## config.mk

```make
export PLATFORM = sky130hd
export DESIGN_NAME = adc_seq_status
export DESIGN_NICKNAME = d
export VERILOG_FILES = /design/src/rtl/adc_seq_pkg.sv /design/src/rtl/irq_vec_if.sv /design/src/rtl/adc_seq_status.sv /design/src/rtl/irq_vector_ctrl.sv
export SDC_FILE = /design/constraint.sdc
export NUM_CORES = 1
export LEC_CHECK = 0
export BUFFER_PORTS_ARGS = -buffer_cell sky130_fd_sc_hd__buf_2
export CORE_MARGIN = 4
export CORE_UTILIZATION = 50
export DETAILED_ROUTE_END_ITERATION = 10
export GPL_TIMING_DRIVEN = 0
export PLACE_DENSITY = 0.77
export SYNTH_ARGS = -nofsm -noshare
export SYNTH_HDL_FRONTEND = slang
export SYNTH_SLANG_ARGS = --single-unit
```

## constraint.sdc

```tcl
create_clock -name i_clock -period 4.7 [get_ports i_clock]
set_input_delay 0.47 -clock i_clock [delete_from_list [all_inputs] [get_ports i_clock]]
set_output_delay 0.47 -clock i_clock [all_outputs]
set_load 0.005 [all_outputs]
```

## src/rtl/adc_seq_pkg.sv

```systemverilog
package adc_seq_pkg;
	// register indices; byte address is four times the index
	localparam logic [9:0] IDX_ACTIVE_ITEM_TRIGGER = 10'h01a;
	localparam logic [9:0] IDX_PREFETCH_ADDRESS = 10'h01c;
	localparam logic [9:0] IDX_COMPLETED_LIST_ADDRESS = 10'h01e;
	localparam logic [9:0] IDX_SEQUENCER_STATE = 10'h020;
	localparam logic [9:0] IDX_DEAD_TIME_WAIT_CFG1 = 10'h022;
	localparam logic [9:0] IDX_DEAD_TIME_WAIT_CFG2 = 10'h024;
	localparam logic [9:0] IDX_TARGET_ADDRESS_CONTENT = 10'h026;
	localparam logic [9:0] IDX_PHASE_CHANNEL_SELECT = 10'h028;
	localparam logic [9:0] IDX_INTERRUPT_FLAGS = 10'h070;
	localparam logic [9:0] IDX_INTERRUPT_SOURCE_MASK = 10'h074;
	localparam logic [9:0] IDX_VECTOR_ENABLE = 10'h078;
	localparam logic [9:0] IDX_VECTOR_DISABLE = 10'h07a;
	localparam logic [9:0] IDX_NESTING_VECTOR_LIMIT = 10'h07c;
	localparam logic [9:0] IDX_PENDING_VECTOR_NUMBER = 10'h07e;

	// flag positions
	localparam int FLAG_RANGE_FAIL_0 = 6;
	localparam int FLAG_ADDR_FREE = 5;
	localparam int FLAG_DONE_NEMPTY = 4;
	localparam int FLAG_LIST_DONE = 3;
	localparam int FLAG_SUM_WRITTEN = 2;
	localparam int FLAG_WRITE_ERR = 1;
	localparam int FLAG_READ_ERR = 0;
	localparam int NUM_VECTORS = 16;

	// field positions of the phase channel register
	localparam int PHASE_A_LSB = 0;
	localparam int PHASE_B_LSB = 5;
	localparam int PHASE_C_LSB = 10;

	localparam logic [15:0] RST_WORD = 16'h0000;
	localparam logic [7:0] RST_WAIT = 8'h00;
	localparam logic [4:0] RST_VMAX = 5'h00;
	localparam logic [4:0] NO_PENDING_VNO = 5'h10;
	localparam logic [15:0] SKIP_MARKER = 16'hffff;

	localparam logic [4:0] CH_AUTO_A = 5'h1c;
	localparam logic [4:0] CH_AUTO_B = 5'h1d;
	localparam logic [4:0] CH_AUTO_C = 5'h1e;

	localparam logic [1:0] PHASE_A = 2'h0;
	localparam logic [1:0] PHASE_B = 2'h1;
	localparam logic [1:0] PHASE_C = 2'h2;

	localparam logic [1:0] DT_CFG_1 = 2'h1;
	localparam logic [1:0] DT_CFG_2 = 2'h2;

	typedef enum logic [2:0] {
		SEQ_IDLE = 3'b000,
		SEQ_WAIT_TRIGGER = 3'b001,
		SEQ_SAMPLING = 3'b010,
		SEQ_OTHER_CMD = 3'b011,
		SEQ_WAIT_ITEM = 3'b100,
		SEQ_FINISH = 3'b101
	} seq_state_t;
endpackage

```

## src/rtl/irq_vec_if.sv

```systemverilog
`timescale 1ns/100ps
interface irq_vec_if;
	logic [15:0] status;
	logic [15:0] mask;
	logic en_wr;
	logic dis_wr;
	logic [3:0] wr_vno;
	logic [4:0] vmax;
	logic [4:0] lowest;
	logic irq;

	modport ctrl (
		output status, mask, en_wr, dis_wr, wr_vno, vmax,
		input lowest, irq
	);
	modport vec (
		input status, mask, en_wr, dis_wr, wr_vno, vmax,
		output lowest, irq
	);
endinterface

```

## src/rtl/adc_seq_status.sv

```systemverilog
// Added by the designer: the APB register port.
`timescale 1ns/100ps
//Overview of operation
// active list item trigger field readable, read-only
// last prefetched SRAM address readable; not the active sequence
// start address of last completed or goto list captured, readable
// reading completed-list address clears the done-address-not-empty flag
// skip-list termination updates neither completed address nor its flag
// sequencer state shown as 3-bit code 0..5
// dead-time configs one and two wait programmable 8-bit cycle count
// 16-bit target address read/write, also loadable by list command
// auto-channel edge triggers pick phase A, B or C field
// channels 28, 29, 30 convert phase A, B, C field channel
// ten range-fail flags in bits 15..6 set by compare commands
// bit 5 new start address acceptable; bit 4 completed address waiting
// bit 3 set on list done, bit 2 on sum written
// write error flagged and address skipped when a sum cannot be written
// read error when next item late after a converting item
// each source raises interrupts only while its mask bit is one
// vector enable and disable registers switch single vectors
// only vectors below the software maximum may nest
// vector number read gives lowest enabled pending or first unused
// writing vector number clears that vector's pending event
// sums written only inside lower and upper protection bounds
// missed dead-time trigger skips item, stores marker once, write error
// interrupt output while an enabled pending vector lies below maximum
module adc_seq_status
	import adc_seq_pkg::*;
#(
	parameter int WAIT_W = 8
) (
	input wire logic i_clock,
	input wire logic i_rst_b,
	input wire logic i_psel,
	input wire logic i_penable,
	input wire logic i_pwrite,
	input wire logic [11:0] i_paddr,
	input wire logic [31:0] i_pwdata,
	output logic [31:0] o_prdata,
	output logic o_pready,
	output logic o_pslverr,
	input wire logic [15:0] i_item_trigger,
	input wire logic [15:0] i_prefetch_addr,
	input wire logic [15:0] i_list_start_addr,
	input wire logic i_list_done,
	input wire logic i_list_goto,
	input wire logic i_list_skip,
	input wire logic [2:0] i_seq_state,
	input wire logic i_dt_event,
	input wire logic [1:0] i_dt_cfg,
	input wire logic [WAIT_W-1:0] i_dt_wait0,
	output logic o_sample_start,
	input wire logic i_tadr_load,
	input wire logic [15:0] i_tadr_value,
	output logic [15:0] o_target_addr,
	input wire logic i_ch_req,
	input wire logic [4:0] i_ch_no,
	input wire logic i_edge_trig,
	input wire logic i_auto_bit,
	input wire logic [1:0] i_edge_phase,
	output logic [4:0] o_conv_channel,
	input wire logic i_sum_req,
	input wire logic [15:0] i_sum_addr,
	input wire logic [10:0] i_wadr_min,
	input wire logic [10:0] i_wadr_max,
	output logic o_sum_write,
	output logic o_addr_skip,
	input wire logic i_fifo_overflow,
	input wire logic i_missed_trig_en,
	input wire logic i_missed_dt_trigger,
	input wire logic [4:0] i_no_sum,
	output logic o_marker_store,
	output logic [15:0] o_marker_data,
	input wire logic i_sum_written,
	input wire logic i_next_item_late,
	input wire logic i_prev_had_conv,
	input wire logic [9:0] i_range_fail,
	input wire logic i_new_addr_free,
	output logic o_irq
);
	irq_vec_if vbus();

	logic ack_reg;
	logic [31:0] prdata_reg;
	logic [9:0] idx;
	logic hit;
	logic [15:0] rd_data;
	logic wr_fire;
	logic rd_fire;
	logic rd_first;

	logic [15:0] trigger_reg;
	logic [15:0] prefetch_reg;
	logic [15:0] completed_reg;
	seq_state_t state_reg;
	logic [WAIT_W-1:0] wait1_reg;
	logic [WAIT_W-1:0] wait2_reg;
	logic [15:0] tadr_reg;
	logic [14:0] phase_sel_reg;
	logic [15:0] flag_reg;
	logic [15:0] mask_reg;
	logic [4:0] vmax_reg;
	logic irq_reg;

	logic [WAIT_W-1:0] dt_cnt_reg;
	logic dt_busy_reg;
	logic start_reg;
	logic [WAIT_W-1:0] wait_sel;
	logic [4:0] channel_reg;
	logic [4:0] channel_next;
	logic sum_write_reg;
	logic skip_reg;
	logic marker_reg;

	logic [15:0] ev;
	logic [15:0] clr;
	logic [15:0] w1c;
	logic [15:0] vno_clr;
	logic capture_done;
	logic in_range;
	logic range_bad;
	logic missed;

	assign idx = i_paddr[11:2];
	// one wait state: data is registered in the first access cycle
	assign rd_first = i_psel & i_penable & ~ack_reg & ~i_pwrite;
	assign o_pready = i_psel & i_penable & ack_reg;
	assign o_pslverr = o_pready & ~hit;
	assign wr_fire = o_pready & i_pwrite & hit;
	assign rd_fire = o_pready & ~i_pwrite & hit;
	assign o_prdata = prdata_reg;

	always_ff @(posedge i_clock or negedge i_rst_b) begin
		if (!i_rst_b) begin
			ack_reg <= 1'b0;
		end else begin
			ack_reg <= i_psel & i_penable & ~ack_reg;
		end
	end

	always_ff @(posedge i_clock or negedge i_rst_b) begin
		if (!i_rst_b) begin
			prdata_reg <= 32'h00000000;
		end else if (rd_first) begin
			prdata_reg <= {16'h0000, rd_data};
		end
	end

	always_comb begin
		rd_data = RST_WORD;
		hit = (i_paddr[1:0] == 2'b00);
		case (idx)
			IDX_ACTIVE_ITEM_TRIGGER: rd_data = trigger_reg;
			IDX_PREFETCH_ADDRESS: rd_data = prefetch_reg;
			IDX_COMPLETED_LIST_ADDRESS: rd_data = completed_reg;
			IDX_SEQUENCER_STATE: rd_data = {13'h0000, state_reg};
			IDX_DEAD_TIME_WAIT_CFG1: rd_data = 16'(wait1_reg);
			IDX_DEAD_TIME_WAIT_CFG2: rd_data = 16'(wait2_reg);
			IDX_TARGET_ADDRESS_CONTENT: rd_data = tadr_reg;
			IDX_PHASE_CHANNEL_SELECT: rd_data = {1'b0, phase_sel_reg};
			IDX_INTERRUPT_FLAGS: rd_data = flag_reg;
			IDX_INTERRUPT_SOURCE_MASK: rd_data = mask_reg;
			IDX_VECTOR_ENABLE: rd_data = RST_WORD;
			IDX_VECTOR_DISABLE: rd_data = RST_WORD;
			IDX_NESTING_VECTOR_LIMIT: rd_data = {11'h000, vmax_reg};
			IDX_PENDING_VECTOR_NUMBER: rd_data = {11'h000, vbus.lowest};
			default: hit = 1'b0;
		endcase
	end

	// live read-back of the sequencer's own registers
	always_ff @(posedge i_clock or negedge i_rst_b) begin
		if (!i_rst_b) begin
			trigger_reg <= RST_WORD;
			prefetch_reg <= RST_WORD;
			state_reg <= SEQ_IDLE;
		end else begin
			trigger_reg <= i_item_trigger;
			prefetch_reg <= i_prefetch_addr;
			state_reg <= seq_state_t'(i_seq_state);
		end
	end

	// skip termination never feeds the completed address
	assign capture_done = (i_list_done | i_list_goto) & ~i_list_skip;

	always_ff @(posedge i_clock or negedge i_rst_b) begin
		if (!i_rst_b) begin
			completed_reg <= RST_WORD;
		end else if (capture_done) begin
			completed_reg <= i_list_start_addr;
		end
	end

	always_ff @(posedge i_clock or negedge i_rst_b) begin
		if (!i_rst_b) begin
			wait1_reg <= RST_WAIT;
			wait2_reg <= RST_WAIT;
			phase_sel_reg <= 15'h0000;
			mask_reg <= RST_WORD;
			vmax_reg <= RST_VMAX;
		end else if (wr_fire) begin
			case (idx)
				IDX_DEAD_TIME_WAIT_CFG1: wait1_reg <= i_pwdata[WAIT_W-1:0];
				IDX_DEAD_TIME_WAIT_CFG2: wait2_reg <= i_pwdata[WAIT_W-1:0];
				IDX_PHASE_CHANNEL_SELECT: phase_sel_reg <= i_pwdata[14:0];
				IDX_INTERRUPT_SOURCE_MASK: mask_reg <= i_pwdata[15:0];
				IDX_NESTING_VECTOR_LIMIT: vmax_reg <= i_pwdata[4:0];
				default: ;
			endcase
		end
	end

	// list command load has priority over a software write
	always_ff @(posedge i_clock or negedge i_rst_b) begin
		if (!i_rst_b) begin
			tadr_reg <= RST_WORD;
		end else if (i_tadr_load) begin
			tadr_reg <= i_tadr_value;
		end else if (wr_fire && idx == IDX_TARGET_ADDRESS_CONTENT) begin
			tadr_reg <= i_pwdata[15:0];
		end
	end
	assign o_target_addr = tadr_reg;

	// dead-time wait: start pulse follows the event by wait+1 cycles
	always_comb begin
		wait_sel = i_dt_wait0;
		if (i_dt_cfg == DT_CFG_1) begin
			wait_sel = wait1_reg;
		end else if (i_dt_cfg == DT_CFG_2) begin
			wait_sel = wait2_reg;
		end
	end

	always_ff @(posedge i_clock or negedge i_rst_b) begin
		if (!i_rst_b) begin
			dt_cnt_reg <= RST_WAIT;
			dt_busy_reg <= 1'b0;
			start_reg <= 1'b0;
		end else begin
			start_reg <= 1'b0;
			if (i_dt_event) begin
				if (wait_sel == '0) begin
					start_reg <= 1'b1;
					dt_busy_reg <= 1'b0;
				end else begin
					dt_cnt_reg <= wait_sel - 1'b1;
					dt_busy_reg <= 1'b1;
				end
			end else if (dt_busy_reg) begin
				if (dt_cnt_reg == '0) begin
					start_reg <= 1'b1;
					dt_busy_reg <= 1'b0;
				end else begin
					dt_cnt_reg <= dt_cnt_reg - 1'b1;
				end
			end
		end
	end
	assign o_sample_start = start_reg;

	// channel choice for the next conversion
	always_comb begin
		channel_next = i_ch_no;
		if (i_edge_trig && i_auto_bit) begin
			unique case (i_edge_phase)
				PHASE_A: channel_next = phase_sel_reg[PHASE_A_LSB +: 5];
				PHASE_B: channel_next = phase_sel_reg[PHASE_B_LSB +: 5];
				PHASE_C: channel_next = phase_sel_reg[PHASE_C_LSB +: 5];
				default: channel_next = i_ch_no;
			endcase
		end else if (i_ch_no == CH_AUTO_A) begin
			channel_next = phase_sel_reg[PHASE_A_LSB +: 5];
		end else if (i_ch_no == CH_AUTO_B) begin
			channel_next = phase_sel_reg[PHASE_B_LSB +: 5];
		end else if (i_ch_no == CH_AUTO_C) begin
			channel_next = phase_sel_reg[PHASE_C_LSB +: 5];
		end
	end

	always_ff @(posedge i_clock or negedge i_rst_b) begin
		if (!i_rst_b) begin
			channel_reg <= 5'h00;
		end else if (i_ch_req) begin
			channel_reg <= channel_next;
		end
	end
	assign o_conv_channel = channel_reg;

	// write protection window and write error causes
	assign in_range = (i_sum_addr >= {i_wadr_min, 5'h00})
		&& (i_sum_addr < {i_wadr_max, 5'h00});
	assign range_bad = i_sum_req & ~in_range;
	assign missed = i_missed_trig_en & i_missed_dt_trigger
		& (i_no_sum != 5'h00);

	always_ff @(posedge i_clock or negedge i_rst_b) begin
		if (!i_rst_b) begin
			sum_write_reg <= 1'b0;
			skip_reg <= 1'b0;
			marker_reg <= 1'b0;
		end else begin
			sum_write_reg <= i_sum_req & in_range & ~i_fifo_overflow;
			skip_reg <= range_bad | i_fifo_overflow | missed;
			marker_reg <= missed;
		end
	end
	assign o_sum_write = sum_write_reg;
	assign o_addr_skip = skip_reg;
	assign o_marker_store = marker_reg;
	assign o_marker_data = SKIP_MARKER;

	// flag events; a set in the same cycle as a clear wins
	always_comb begin
		ev = RST_WORD;
		ev[15:FLAG_RANGE_FAIL_0] = i_range_fail;
		ev[FLAG_ADDR_FREE] = i_new_addr_free;
		ev[FLAG_DONE_NEMPTY] = capture_done;
		ev[FLAG_LIST_DONE] = i_list_done & ~i_list_skip;
		ev[FLAG_SUM_WRITTEN] = i_sum_written;
		ev[FLAG_WRITE_ERR] = range_bad | i_fifo_overflow | missed;
		ev[FLAG_READ_ERR] = i_next_item_late & i_prev_had_conv;
	end

	always_comb begin
		w1c = RST_WORD;
		vno_clr = RST_WORD;
		if (wr_fire && idx == IDX_INTERRUPT_FLAGS) begin
			w1c = i_pwdata[15:0];
		end
		if (wr_fire && idx == IDX_PENDING_VECTOR_NUMBER && !i_pwdata[4]) begin
			vno_clr[i_pwdata[3:0]] = 1'b1;
		end
		clr = w1c | vno_clr;
		clr[FLAG_ADDR_FREE] = 1'b1;
		clr[FLAG_DONE_NEMPTY] = vno_clr[FLAG_DONE_NEMPTY]
			| (rd_fire && idx == IDX_COMPLETED_LIST_ADDRESS);
	end

	for (genvar i = 0; i < NUM_VECTORS; i++) begin : g_flag
		always_ff @(posedge i_clock or negedge i_rst_b) begin
			if (!i_rst_b) begin
				flag_reg[i] <= 1'b0;
			end else begin
				flag_reg[i] <= ev[i] | (flag_reg[i] & ~clr[i]);
			end
		end
	end

	assign vbus.status = flag_reg;
	assign vbus.mask = mask_reg;
	assign vbus.vmax = vmax_reg;
	assign vbus.wr_vno = i_pwdata[3:0];
	assign vbus.en_wr = wr_fire && idx == IDX_VECTOR_ENABLE;
	assign vbus.dis_wr = wr_fire && idx == IDX_VECTOR_DISABLE;

	irq_vector_ctrl u_vec (
		.i_clock(i_clock),
		.i_rst_b(i_rst_b),
		.bus(vbus.vec)
	);

	always_ff @(posedge i_clock or negedge i_rst_b) begin
		if (!i_rst_b) begin
			irq_reg <= 1'b0;
		end else begin
			irq_reg <= vbus.irq;
		end
	end
	assign o_irq = irq_reg;
endmodule

```

## src/rtl/irq_vector_ctrl.sv

```systemverilog
`timescale 1ns/100ps
module irq_vector_ctrl
	import adc_seq_pkg::*;
(
	input wire logic i_clock,
	input wire logic i_rst_b,
	irq_vec_if.vec bus
);
	logic [15:0] venable_reg;
	logic [15:0] pending;

	always_ff @(posedge i_clock or negedge i_rst_b) begin
		if (!i_rst_b) begin
			venable_reg <= RST_WORD;
		end else if (bus.en_wr) begin
			venable_reg[bus.wr_vno] <= 1'b1;
		end else if (bus.dis_wr) begin
			venable_reg[bus.wr_vno] <= 1'b0;
		end
	end

	// pending needs source flag, source mask and vector enable
	assign pending = bus.status & bus.mask & venable_reg;

	always_comb begin
		bus.lowest = NO_PENDING_VNO;
		bus.irq = 1'b0;
		for (int i = NUM_VECTORS - 1; i >= 0; i--) begin
			if (pending[i]) begin
				bus.lowest = 5'(i);
				if (5'(i) < bus.vmax) begin
					bus.irq = 1'b1;
				end
			end
		end
	end
endmodule

```

== Word level (Yosys, flattened, before mapping) ==
Index checks and enable logic that the tools add are counted.

* Bits in registers: 187
* Input port bits: 202
* Output and inout bits: 76
* Logic and storage cells: 263

* Add/subtract/negate cells: 2
* Magnitude comparators: 20
* Equality and inequality tests: 23
* Muxes and demuxes: 77
* Bitwise operators: 78
* Reduce and logical (&&, ||, !) cells: 26

{| class="wikitable"
|+ Operator list
! cell !! count
|-
| $pmux W16 S12 || 1
|-
| $mux W5 || 20
|-
| $mux W16 || 6
|-
| $eq A10 B7 Y1 const B || 6
|-
| $eq A10 B6 Y1 const B || 5
|-
| $and A16 B16 Y16 || 3
|-
| $mux W8 || 6
|-
| $mux W1 || 42
|-
| $lt A4 B5 Y1 const A || 8
|-
| $and A1 B1 Y1 || 32
|-
| $or A16 B16 Y16 || 2
|-
| $eq A10 B5 Y1 const B || 3
|-
| $not A1 Y1 || 21
|-
| $lt A3 B5 Y1 const A || 4
|-
| $or A1 B1 Y1 || 19
|-
| $ge A16 B16 Y1 || 1
|-
| $logic_not A8 Y1 || 2
|-
| $lt A16 B16 Y1 || 1
|-
| $not A16 Y16 || 1
|-
| $sub A8 B1 Y8 const B || 2
|-
| $eq A5 B5 Y1 const B || 3
|-
| $pmux W5 S3 || 1
|-
| $reduce_or A14 Y1 || 1
|-
| $logic_and A1 B1 Y1 || 10
|-
| 14 further kinds || 26
|}

== Longest topological paths before layout ==
* Word-level depth: 33
* Gate-level depth with buffers: 10
* Mapped depth without buffers: 8

== Cells and area by module ==
Synthesis repeated with hierarchy kept, for this count alone.

* Cells, all modules: 1,035
* Area total of the unflattened synthesis: 10,533.9 um^2

{| class="wikitable"
|+ By module, submodules not included
! module !! times used !! cells an instance !! area each (um^2) !! sequential area each (um^2)
|-
| adc_seq_status || 1 || 894 || 9,352.7 || 4,279.1
|-
| irq_vector_ctrl || 1 || 141 || 1,181.1 || 400.4
|}

== Worst setup path before layout ==
No wires, ideal clock.

* Path kind: input to register
* Start: input i_dt_event
* End: register dt_cnt_reg[6]
* Setup time: 69 ps
* Arrival time: 2,663 ps
* Data required time: 4,631 ps
* Slack: 1,968 ps
* Stages on the path: 9
* Buffers on the path: 3
* Path through: clkbuf_1 -> clkbuf_1 -> buf_1 -> mux2i_1 -> ha_1 -> nor4b_1 -> o21ai_0 -> or4_1 -> nand3_1

* Longest elaborated chain between the ends: 2
* Elaborated cells on any way between the ends: 5
* Those cells by class: eq/ne: 2; mux: 1; reduce/logical: 2

{| class="wikitable"
|+ RTL lines
! item !! RTL line !! RTL
|-
| start, declared || adc_seq_status.sv:49 || <nowiki>input wire logic i_dt_event,</nowiki>
|-
| $ne A2 B2 Y1 (no line) or $reduce_bool A2 Y1 (tied branches) || n/a ||
|-
| $reduce_and A3 Y1 (no line) || n/a ||
|-
| end signal, assigned || adc_seq_status.sv:248 || <nowiki>dt_cnt_reg <= wait_sel - 1'b1;</nowiki>
|-
| end signal, assigned || adc_seq_status.sv:256 || <nowiki>dt_cnt_reg <= dt_cnt_reg - 1'b1;</nowiki>
|-
| end, declared || adc_seq_status.sv:105 || <nowiki>logic [WAIT_W-1:0] dt_cnt_reg;</nowiki>
|}

Parallel ways exist; a longest one is shown, timed or not.
A chain may end at the register's enable or synchronous reset.

== Final worst setup path ==
* Start: input i_paddr[3]
* End: output o_pslverr

* Longest elaborated chain between the ends: 5
* Elaborated cells on any way between the ends: 18
* Those cells by class: eq/ne: 14; mux: 1; bitwise: 2; reduce/logical: 1

{| class="wikitable"
|+ RTL lines
! item !! RTL line !! RTL
|-
| start, declared || adc_seq_status.sv:37 || <nowiki>input wire logic [11:0] i_paddr,</nowiki>
|-
| $eq A10 B6 Y1 (tied with other cells) || adc_seq_status.sv:152 || <nowiki>case (idx)</nowiki>
|-
| $reduce_or A14 Y1 (no line) (*) || n/a ||
|-
| $mux W1 (*) || adc_seq_status.sv:152 ||
|-
| $not A1 Y1 (*) || adc_seq_status.sv:128 || <nowiki>assign o_pslverr = o_pready & ~hit;</nowiki>
|-
| $and A1 B1 Y1 (*) || adc_seq_status.sv:128 ||
|-
| end, declared || adc_seq_status.sv:41 || <nowiki>output logic o_pslverr,</nowiki>
|}

Every way passes the cells marked *; elsewhere a longest branch is shown, timed or not.

==> flow_summary.yaml <==
status:
  outcome: "finished, final reports clean"
worst_setup_path:
  critical-path-top-delay-family: "buffers and inverters"
  critPathMaxStageDelay_ps: 530
  cp.arrival_ps: 2780
  worstPathRequired_ps: 4230
  ff2ff_path_depth: 7
  crit_fanout: 10
  r2r_setup_slack_ps: 1770
  path_cells: "buf_2, buf_1, clkbuf_8, clkbuf_1, o21ai_0, nand2_1, o211ai_1, a21boi_0, buf_2"
  end_kind: "output port"
  slowest_stage: "buf_1"
  regToRegStartpoint: "ack_reg$_DFF_PN0_"
  crit_path_frequent_cell: "buf_2"
  path_class: "in2out"
  start_kind: "primary input"
  path_buf_inv: 5
logic_synthesis:
  async_flop_share_pct: 100
  synth_seq_area_share_pct: 45.4
  synth_seq_cells: 187
  yosysWarnings: 0
  avgSynthCellArea_um2: 10.5
  synth.cell_area_um2: 10300
  synthFlopType: "dfrtp_1"
  synthDistinctLibCells: 77
  syn_inst: 986
  synth_edf_count: 0
floorplan:
  ios: 278
  fp-row-count: 52
  die_height_um: 152
  die_w_um: 152
  die_area_um2: 23000
  core_um2: 20200
  initial_core_util_pct: 51.0
global_route:
  grt_overflow: 0
  grt_pass1_vias: 9075
  grt_use_total_pct: 28.6
  grt_pass1_wl_mm: 49.9
  grt_max_degree: 103
  antenna_found_initial: 0
placed_design:
  place_congestion: 0.970
  io_buffers: 218
  post-place-ws_ps: 1430
  hpwlAfterDp_mm: 26.0
sta:
  rsz0062_at_grt: "no"
  fin_skew_ps: 14.1
  clock.fmax_mhz: 308
  finalSetupViolations: 0
  slew_headroom_pct: 8.18
  fin_setup_tns_ps: 0
  hold_viol: 0
  fin_crit_ps: 3250
  timing.hold.ws_ps: 68.0
  drv_slew: 0
  worstMarginPinSlew_ps: 1370
  fin_crit_sh_pct: 69.2
  setup_slack_ps: 1450
cells_and_area:
  synthToLayoutAreaGrowth_pct: 21.0
  antenna-diode-count: 0
  final_cell_mix: "buf_2 (229), dfrtp_1 (187), mux2_2 (78)"
  nNetsFinal: 1478
  drive_gt1_share_pct: 31.6
  final_common_cell: "buf_2"
cts:
  cts_sinks: 187
  cts-htree-levels: 4
  clkTransAtPathRegs_ps: 70
  insertion_delay_ps: 440
  tritoncts: "done"
  postCtsHoldBufs: 0
  clockBufferDepth: 2
  cts-root-buf: "clkbuf_16"
  post-cts-setup-buffers: 0
  ctsResizeCount: 0
  numCtsBuffers: 17
drt:
  drt_iter0_drc: 915
  antenna_left: 0
  routed_wl_mm: 33.3
  drtPass1Iterations: 6
  routedWlPerCell_um: 21.7
  vias: 9307
  drc: 0
  viasPerCell: 6.06
job:
  drv_cap: 0
hold_path:
  min_path_type: "in2async"
power_and_ir_drop:
  power_leakage_nw: 5.84
  power_density_nw_per_um2: 299
  ir_worst_vdd_v: 0.000230
==> logic make-up after synthesis <==
family | Yosys count | share of synthesized area, %
xor+xnor | 4 | 0.340
compound gates | 258 | 17.6
fa+ha+maj | 22 | 2.67
mux | 131 | 14.4
simple gates | 265 | 13.5
flops | 187 | 45.4
buf+inv | 117 | 6.02
other cells | 2 | 0.0728
==> cells in the mapped netlist (all sizes together), types with 22 or more instances <==
cell | count | area share [%]
nor2 | 45 | 1.6
o21ai | 55 | 2.7
nand3 | 27 | 1.3
ha | 22 | 2.7
a21oi | 32 | 1.6
dfrtp | 187 | 45
mux2i | 47 | 4.6
nand2 | 70 | 2.5
buf | 54 | 3.4
mux2 | 78 | 8.5
inv | 30 | 1.1
clkbuf | 32 | 1.5
==> through the flow <==
stage               util [%]  instances  power (W)  cell area [um2]
global route            61.7       1537    0.00388            12500
finish                  61.7       1537    0.00374            12500
global placement        58.6       1504    0.00232            11900
floorplan                  -       1016    0.00207            10400
detailed placement      58.8       1505    0.00233            11900
CTS                     61.7       1537    0.00374            12500
==> per-layer routing <==
layer | wire, um | GRT usage (%) | part of all wire [%] | vias to the layer above
li1 | - | - | - | 4213
met1 | 13200 | 37.5 | 40 | 4519
met2 | 15900 | 46.2 | 48 | 483
met3 | 2930 | 6.16 | 8.8 | 92
met4 | 1250 | 12.1 | 3.8 | 0
met5 | 0 | 0 | 0 | -
==> final cells by class <==
cell class                 instances  area (um2)
buffer                            87         508
clock buffer                      18         439
clock inverter                    14         150
fill                            1716        7750
inverter                          30         113
multi-input combinational        712        5120
sequential                       187        4680
tap                              270         338
timing repair buffer             219        1130
==> how the worst max path moves through the flow <==
stage	startpoint	end	cells after the start
after detailed placement	i_dt_event	dt_cnt_reg[6]$_DFFE_PN0P_	9
after CTS	i_paddr[3]	o_pslverr	9
after global routing	i_paddr[3]	o_pslverr	9
after global placement	i_rst_b	trigger_reg[11]$_DFF_PN0_	1
final	i_paddr[3]	o_pslverr	9
after floorplan	i_dt_event	dt_cnt_reg[6]$_DFFE_PN0P_	9
==> power by group <==
part / total (W) / leakage, nW / internal (W) / switching [W]
clock network: 0.00143 / 0.287 / 0.000724 / 0.000704
logic: 0.000532 / 3.24 / 0.000241 / 0.000291
registers: 0.00178 / 2.32 / 0.00170 / 0.0000776
total: 0.00374 / 5.84 / 0.00266 / 0.00107
Power figures use the tool's default switching activity.
